<file path="src/include/lds_defines.svh">
`ifndef LDS_DEFINES_SVH
`define LDS_DEFINES_SVH

// ****************************************
// register map
// ****************************************
`define LDS_ADDR_CHIP_CONTROL 8'h00
`define LDS_ADDR_SPREAD_SETUP 8'h19
`define LDS_CHIP_CONTROL_RESET 8'h00
`define LDS_SPREAD_SETUP_RESET 8'h00

// ****************************************
// field positions
// ****************************************
`define LDS_RUN_BIT 0
`define LDS_RANGE_LSB 0
`define LDS_RANGE_MSB 1
`define LDS_SPREAD_EN_BIT 7

// ****************************************
// spread spans in percent
// ****************************************
`define LDS_SPAN_0 6'h05
`define LDS_SPAN_1 6'h0F
`define LDS_SPAN_2 6'h18
`define LDS_SPAN_3 6'h22

// ****************************************
// serial framing and channel count
// ****************************************
`define LDS_CMD_READ_BIT 7
`define LDS_LAST_BIT 3'h7
`define LDS_BYTE_CMD 2'h0
`define LDS_BYTE_ADDR 2'h1
`define LDS_BYTE_DATA 2'h2
`define LDS_CHANNELS 18

`endif

</file>
<file path="src/include/lds_pkg.sv">
package lds_pkg;

    typedef struct packed {
        logic sclk;
        logic cs_n;
        logic mosi;
    } lds_spi_in_s;

    typedef struct packed {
        logic wr;
        logic [7:0] addr;
        logic [7:0] wdata;
    } lds_bus_s;

    typedef enum logic [1:0] {
        LDS_SEL_NONE,
        LDS_SEL_CONTROL,
        LDS_SEL_SPREAD
    } lds_sel_e;

endpackage : lds_pkg

</file>
<file path="src/logic/lds_serial_port.sv">
`timescale 1ns/1ps
`include "lds_defines.svh"

module lds_serial_port (
    input wire logic mclk,
    input wire logic reset_n,
    input wire logic clear,
    input wire lds_pkg::lds_spi_in_s spi_in,
    input wire logic [7:0] rdata,
    output lds_pkg::lds_bus_s bus,
    output logic miso,
    output logic miso_oe_n
);

    typedef struct packed {
        logic sclk_prev;
        logic [2:0] bit_cnt;
        logic [1:0] byte_cnt;
        logic [7:0] shift_in;
        logic is_read;
        logic inc;
        logic [7:0] miso_sh;
        logic miso;
        logic miso_oe_n;
        lds_pkg::lds_bus_s bus;
    } lds_port_s;

    lds_port_s state_reg;
    lds_port_s state_next;

    always_comb begin
        logic [7:0] byte_in;
        byte_in = {state_reg.shift_in[6:0], spi_in.mosi};
        state_next = state_reg;
        state_next.sclk_prev = spi_in.sclk;
        state_next.bus.wr = 1'b0;
        state_next.inc = 1'b0;
        if (state_reg.inc) begin
            state_next.bus.addr = state_reg.bus.addr + 8'h01;
        end
        if (spi_in.cs_n || clear) begin
            // frame end or pin rise drops any partial transfer
            state_next.bit_cnt = 3'h0;
            state_next.byte_cnt = `LDS_BYTE_CMD;
            state_next.is_read = 1'b0;
            state_next.miso = 1'b0;
            state_next.miso_oe_n = 1'b1;
        end else if (spi_in.sclk && !state_reg.sclk_prev) begin
            state_next.shift_in = byte_in;
            state_next.bit_cnt = state_reg.bit_cnt + 3'h1;
            if (state_reg.bit_cnt == `LDS_LAST_BIT) begin
                case (state_reg.byte_cnt)
                    `LDS_BYTE_CMD: begin
                        state_next.is_read = byte_in[`LDS_CMD_READ_BIT];
                        state_next.byte_cnt = `LDS_BYTE_ADDR;
                    end
                    `LDS_BYTE_ADDR: begin
                        state_next.bus.addr = byte_in;
                        state_next.byte_cnt = `LDS_BYTE_DATA;
                    end
                    default: begin
                        state_next.bus.wr = !state_reg.is_read;
                        state_next.bus.wdata = byte_in;
                        state_next.inc = 1'b1;
                    end
                endcase
            end
        end else if (!spi_in.sclk && state_reg.sclk_prev
                     && state_reg.is_read
                     && state_reg.byte_cnt == `LDS_BYTE_DATA) begin
            state_next.miso_oe_n = 1'b0;
            if (state_reg.bit_cnt == 3'h0) begin
                state_next.miso_sh = rdata;
                state_next.miso = rdata[7];
            end else begin
                state_next.miso_sh = {state_reg.miso_sh[6:0], 1'b0};
                state_next.miso = state_reg.miso_sh[6];
            end
        end
    end

    always_ff @(posedge mclk) begin
        if (!reset_n) begin
            state_reg <= '0;
            state_reg.miso_oe_n <= 1'b1;
        end else begin
            state_reg <= state_next;
        end
    end

    assign bus = state_reg.bus;
    assign miso = state_reg.miso;
    assign miso_oe_n = state_reg.miso_oe_n;

endmodule : lds_serial_port

</file>
<file path="src/logic/lds_shutdown_ctrl.sv">
`timescale 1ns/1ps
`include "lds_defines.svh"


module lds_shutdown_ctrl #(
    parameter int CHANNELS = `LDS_CHANNELS
) (
    input wire logic mclk,
    input wire logic reset_n,
    input wire logic hard_shutdown_pin_n,
    input wire lds_pkg::lds_spi_in_s spi_in,
    output logic miso,
    output logic miso_oe_n,
    output logic [CHANNELS-1:0] led_enable,
    output logic spread_enable,
    output logic [5:0] spread_span_pct,
    output logic soft_shutdown_active,
    output logic hard_shutdown_active
);

    // ****************************************
    // state
    // ****************************************
    typedef struct packed {
        logic [7:0] chip_control;
        logic [7:0] spread_spectrum_setup;
        logic pin_prev;
        logic port_clear;
        logic [CHANNELS-1:0] led_enable;
        logic spread_enable;
        logic [5:0] spread_span_pct;
        logic soft_shutdown_active;
        logic hard_shutdown_active;
    } lds_ctrl_s;

    lds_ctrl_s state_reg;
    lds_ctrl_s state_next;
    lds_pkg::lds_bus_s bus;
    logic [7:0] rdata;

    // ****************************************
    // decode
    // ****************************************
    function automatic lds_pkg::lds_sel_e reg_sel(input logic [7:0] addr);
        case (addr)
            `LDS_ADDR_CHIP_CONTROL: reg_sel = lds_pkg::LDS_SEL_CONTROL;
            `LDS_ADDR_SPREAD_SETUP: reg_sel = lds_pkg::LDS_SEL_SPREAD;
            default: reg_sel = lds_pkg::LDS_SEL_NONE;
        endcase
    endfunction : reg_sel

    function automatic logic [5:0] span_of(input logic [1:0] range_sel);
        case (range_sel)
            2'h0: span_of = `LDS_SPAN_0;
            2'h1: span_of = `LDS_SPAN_1;
            2'h2: span_of = `LDS_SPAN_2;
            default: span_of = `LDS_SPAN_3;
        endcase
    endfunction : span_of

    // ****************************************
    // serial port
    // ****************************************
    lds_serial_port u_port (
        .mclk(mclk),
        .reset_n(reset_n),
        .clear(state_reg.port_clear),
        .spi_in(spi_in),
        .rdata(rdata),
        .bus(bus),
        .miso(miso),
        .miso_oe_n(miso_oe_n)
    );

    // reads stay live in both shutdown states
    always_comb begin
        case (reg_sel(bus.addr))
            lds_pkg::LDS_SEL_CONTROL: rdata = state_reg.chip_control;
            lds_pkg::LDS_SEL_SPREAD: rdata = state_reg.spread_spectrum_setup;
            default: rdata = 8'h00;
        endcase
    end

    // ****************************************
    // control
    // ****************************************
    always_comb begin
        logic [1:0] spread_range_sel;
        logic soft_run_n_shut;
        logic out_on;
        spread_range_sel = 2'h0;
        soft_run_n_shut = 1'b0;
        out_on = 1'b0;
        state_next = state_reg;
        state_next.pin_prev = hard_shutdown_pin_n;
        // one-cycle clear of the port on pin rise
        state_next.port_clear = hard_shutdown_pin_n
                                && !state_reg.pin_prev;
        // writes accepted regardless of shutdown state
        if (bus.wr) begin
            case (reg_sel(bus.addr))
                lds_pkg::LDS_SEL_CONTROL:
                    state_next.chip_control = bus.wdata;
                lds_pkg::LDS_SEL_SPREAD:
                    state_next.spread_spectrum_setup = bus.wdata;
                default: begin
                end
            endcase
        end
        spread_range_sel = state_next.spread_spectrum_setup[
            `LDS_RANGE_MSB:`LDS_RANGE_LSB];
        soft_run_n_shut = state_next.chip_control[`LDS_RUN_BIT];
        // shutdown gates outputs only; registers untouched
        out_on = soft_run_n_shut && hard_shutdown_pin_n;
        state_next.led_enable = {CHANNELS{out_on}};
        state_next.soft_shutdown_active = !soft_run_n_shut;
        state_next.hard_shutdown_active = !hard_shutdown_pin_n;
        state_next.spread_span_pct = span_of(spread_range_sel);
        state_next.spread_enable = out_on
            && state_next.spread_spectrum_setup[`LDS_SPREAD_EN_BIT];
    end

    always_ff @(posedge mclk) begin
        if (!reset_n) begin
            state_reg <= '0;
            state_reg.chip_control <= `LDS_CHIP_CONTROL_RESET;
            state_reg.spread_spectrum_setup <= `LDS_SPREAD_SETUP_RESET;
            state_reg.spread_span_pct <= `LDS_SPAN_0;
            state_reg.soft_shutdown_active <= 1'b1;
            state_reg.hard_shutdown_active <= 1'b0;
            state_reg.pin_prev <= 1'b1;
        end else begin
            state_reg <= state_next;
        end
    end

    assign led_enable = state_reg.led_enable;
    assign spread_enable = state_reg.spread_enable;
    assign spread_span_pct = state_reg.spread_span_pct;
    assign soft_shutdown_active = state_reg.soft_shutdown_active;
    assign hard_shutdown_active = state_reg.hard_shutdown_active;

endmodule : lds_shutdown_ctrl

</file>
<file path="config.mk">
export PLATFORM = sky130hd
export DESIGN_NAME = lds_shutdown_ctrl
export DESIGN_NICKNAME = d
export VERILOG_FILES = /design/src/include/lds_pkg.sv /design/src/logic/lds_serial_port.sv /design/src/logic/lds_shutdown_ctrl.sv
export VERILOG_INCLUDE_DIRS = /design/src /design/src/include
export SDC_FILE = /design/constraint.sdc
export NUM_CORES = 1
export LEC_CHECK = 0
export ABC_CLOCK_PERIOD_IN_PS = 3900
export BUFFER_PORTS_ARGS = -buffer_cell sky130_fd_sc_hd__buf_4
export CORE_MARGIN = 10
export CORE_UTILIZATION = 62
export CTS_CLUSTER_SIZE = 28
export DETAILED_ROUTE_END_ITERATION = 10
export GPL_TIMING_DRIVEN = 0
export PLACE_DENSITY_LB_ADDON = 0.1
export SKIP_CTS_REPAIR_TIMING = 1
export SYNTH_ARGS = -nofsm -noshare
export SYNTH_HDL_FRONTEND = slang
export SYNTH_SLANG_ARGS = --single-unit
</file>
<file path="constraint.sdc">
create_clock -name mclk -period 3.9 [get_ports mclk]
set_input_delay 0.78 -clock mclk [delete_from_list [all_inputs] [get_ports mclk]]
set_output_delay 0.78 -clock mclk [all_outputs]
set_load 0.02 [all_outputs]
</file>
==> metrics.md <==
| Metric | Value |
|---|---|
| Outcome | `finished, final reports clean` |
| Max-cap violations | `0` |
| Main flop type after synthesis | `dfxtp_1` |
| Post-synth cell types | `44` |
| CP arrival | `between 3 and 4 ns` |
| Leakage | `around 1.4 nW` |
| Cell count of the worst reg-to-reg path | `9` |
| YS warnings | `0` |
| Avg Cell Area, Syn | `around 8.8 um2` |
| Largest net degree at the start of global routing | `19` |
| Fill count | `about 380` |
| Post-detail-place hpwl | `around 5400 um` |
| Reg-to-Reg Start | `u_port.bus[10]` |
| DR vias/cell | `5.749` |
| Core Region | `4755 um2` |
| Commonest non-fill, non-tap cell in the layout | `dfxtp_1` |
| First-pass GRT wire length | `~12000 um` |
| Synthesis-to-layout area growth | `17.09%` |
| Post-synth EDFFs | `0` |
| Clk pin slew, worst setup/hold paths | `approximately 0.070 ns` |
| Number of remaining DRC errors | `0` |
| Port bufs | `33` |
| TritonRoute pass-1 iters | `5` |
| Crit Path Max Fanout | `8` |
| Final slew viol count | `0` |
| R2r endpoint | `spread_span_pct[3]` |
| Ports | `35` |
| Critical Path Source Type | `register` |
| Initial cell density of the core | `roughly 64%` |
| CTS max path bufs | `2` |
| Period utilization | `about 72%` |
| Least-Margin Pin Slew | `1.295 ns` |
| CP required | `just over 4 ns` |
| Largest register FFs | `22` |
| Mapped Nets | `about 370` |
| Clk_lat worst skew | `around 0.34 ns` |
| Endpoints failing setup | `0` |
| Most frequent cells in the layout | `68 x dfxtp_1, 57 x buf_4, 39 x a21oi_1, 35 x nand2_1, 24 x nand3_1` |
| Layout cell share with drive strength beyond 1 | `19.44%` |
| Fmax | `approximately 360 MHz` |
| Sequential element share of the synthesized area | `about 45%` |
| Initial DRC count | `~150` |
| WL final | `between 7000 and 8000 um` |
| CTS buffer count | `9` |
| Setup CP Type | `reg2reg` |
| Max Used Layer | `met4` |
| Yosys reg bits | `a little under 70` |
| Hold EP | `state_reg[27]` |
| Cell Rows | `25` |
| GR Overflow Total | `0` |
| Number of global-route vias before repair | `~2400` |
| Detail Route Antenna Nets | `0` |
| WHS | `~0.39 ns` |
| Wire length per cell | `around 16 um` |
| Min-delay src | `state_reg[28]` |
| Synthesized instance count | `roughly 350` |
| Clock sinks | `68` |
| TNS Setup | `0 ns` |
| Overall routing resource usage | `roughly 18%` |
| RSZ-0062 raised after global routing | `false` |
| Reg2reg setup slack | `1.08 ns` |
| Hold path depth | `1` |
| Storage cell area | `roughly 1400 um2` |
| Hold Path Class | `reg2reg` |
| Met3 routed WL | `slightly above 300 um` |
| Netlist Area Pre-Place | `~3000 um2` |
| CTS tree | `done` |
| Synth async-reset ratio | `0%` |
| Slew headroom | `approximately 12%` |
| Vias | `between 2000 and 3000` |
| Die X | `approximately 90 um` |
| H-tree levels | `3` |
| Post-layout net count | `around 400` |
| Area occupied by multi-input gates | `about 1400 um2` |
| Met2 routed WL | `about 3500 um` |
| Crit path capture type | `register` |
| Max IR drop VDD | `~0.32 mV` |
| # diodes | `0` |
| Period minus WS final | `between 2 and 3 ns` |
| Die area | `between 8000 and 9000 um2` |
| Root buffer cell | `clkbuf_8` |
| Initial antenna violation count | `0` |
| Final GP Congestion | `around 0.8` |
| Final number of hold-violating endpoints | `0` |
| Die Span Y | `90.09 um` |
| Clk_skew | `0.009552 ns` |
| Pwr/cell area | `359.6 nW/um2` |
| M1 WL | `approximately 3300 um` |
-- synth_stat cells (2+ instances only) --
library cell,number,area [um2]
ha_1,12,150.1
a22oi_1,7,52.55
nor3_1,8,40.04
nor4_1,2,12.51
a311oi_1,3,26.28
o21ai_0,12,60.06
nand2b_1,2,12.51
and2_1,5,31.28
a211oi_1,11,82.58
dfxtp_1,68,1361
xnor2_1,2,17.52
nand3b_1,2,15.01
a21oi_1,39,195.2
nand4_1,3,18.77
and3b_1,2,17.52
xor2_1,3,26.28
nand3_1,24,120.1
clkbuf_1,16,60.06
buf_4,24,180.2
nor2_1,13,48.80
nor3b_1,2,15.01
mux2i_1,6,60.06
or3_1,4,25.02
o31ai_1,3,22.52
buf_1,4,15.01
nand2_1,35,131.4
inv_1,11,41.29
a22o_1,7,61.31
nor2b_1,2,12.51
-- cells by family after synthesis --
family          Yosys count  synth area share [%]
simple gates            112                 18.90
compound gates           87                 17.79
buf+inv                  57                 10.27
fa+ha+maj                12                 4.930
xor+xnor                  5                 1.438
mux                       6                 1.972
flops                    68                 44.70
-- critical path: stages (launching register included) --
cell and delay, ns:
dfxtp_1 0.36, nor4_1 0.38, nand4_1 0.22, inv_1 0.09, ha_1 0.29, nand2_1 0.28
mux2i_1 0.50, inv_1 0.14, ha_1 0.32, and2_1 0.15
-- worst max path at each step --
stage / start / to / slack [ns] / depth (start not counted)
finish: u_port.bus[10] / spread_span_pct[3] / 1.08 / 9
CTS: u_port.bus[10] / spread_span_pct[3] / 1.11 / 9
global route: u_port.bus[10] / spread_span_pct[3] / 0.86 / 9
detailed placement: u_port.bus[10] / spread_span_pct[3] / 1.14 / 9
global placement: u_port.bus[10] / spread_span_pct[3] / 1.21 / 9
floorplan: u_port.bus[10] / spread_span_pct[3] / 1.64 / 8
-- power breakdown --
group          internal (mW)  switching [mW]
Sequential             0.697         0.00308
Combinational         0.0120          0.0284
Clock                  0.282           0.260
Total                  0.991           0.291
-- through the flow --
stage,util (%),cells,total power [mW],setup slack [ns],instance area [um2]
floorplan,-,347,0.7393,1.638,3045
global placement,71.03,447,0.7546,1.205,3377
detailed placement,71.03,447,0.7558,1.145,3377
CTS,75.00,463,1.290,1.107,3566
global route,75.00,463,1.324,0.8627,3566
finish,75.00,463,1.282,1.084,3566
-- layout make-up --
class / count / share of cell area [%]
clock buffers: 13 / 4.737
clock inverters: 3 / 0.5614
plain buffers: 46 / 7.614
well taps: 67 / 2.351
inverters: 11 / 1.158
multi-input cells: 222 / 38.46
flip-flops and latches: 68 / 38.18
repair buffers: 33 / 6.947
-- layer usage --
| layer | track usage, % | vias to the layer above |
|---|---|---|
| met5 | 0 | - |
| met4 | 7.162 | 0 |
| met3 | 4.073 | 11 |
| met2 | 29.18 | 80 |
| met1 | 22.11 | 1281 |
| li1 | - | 1290 |
(Power assumes the default switching activity.)
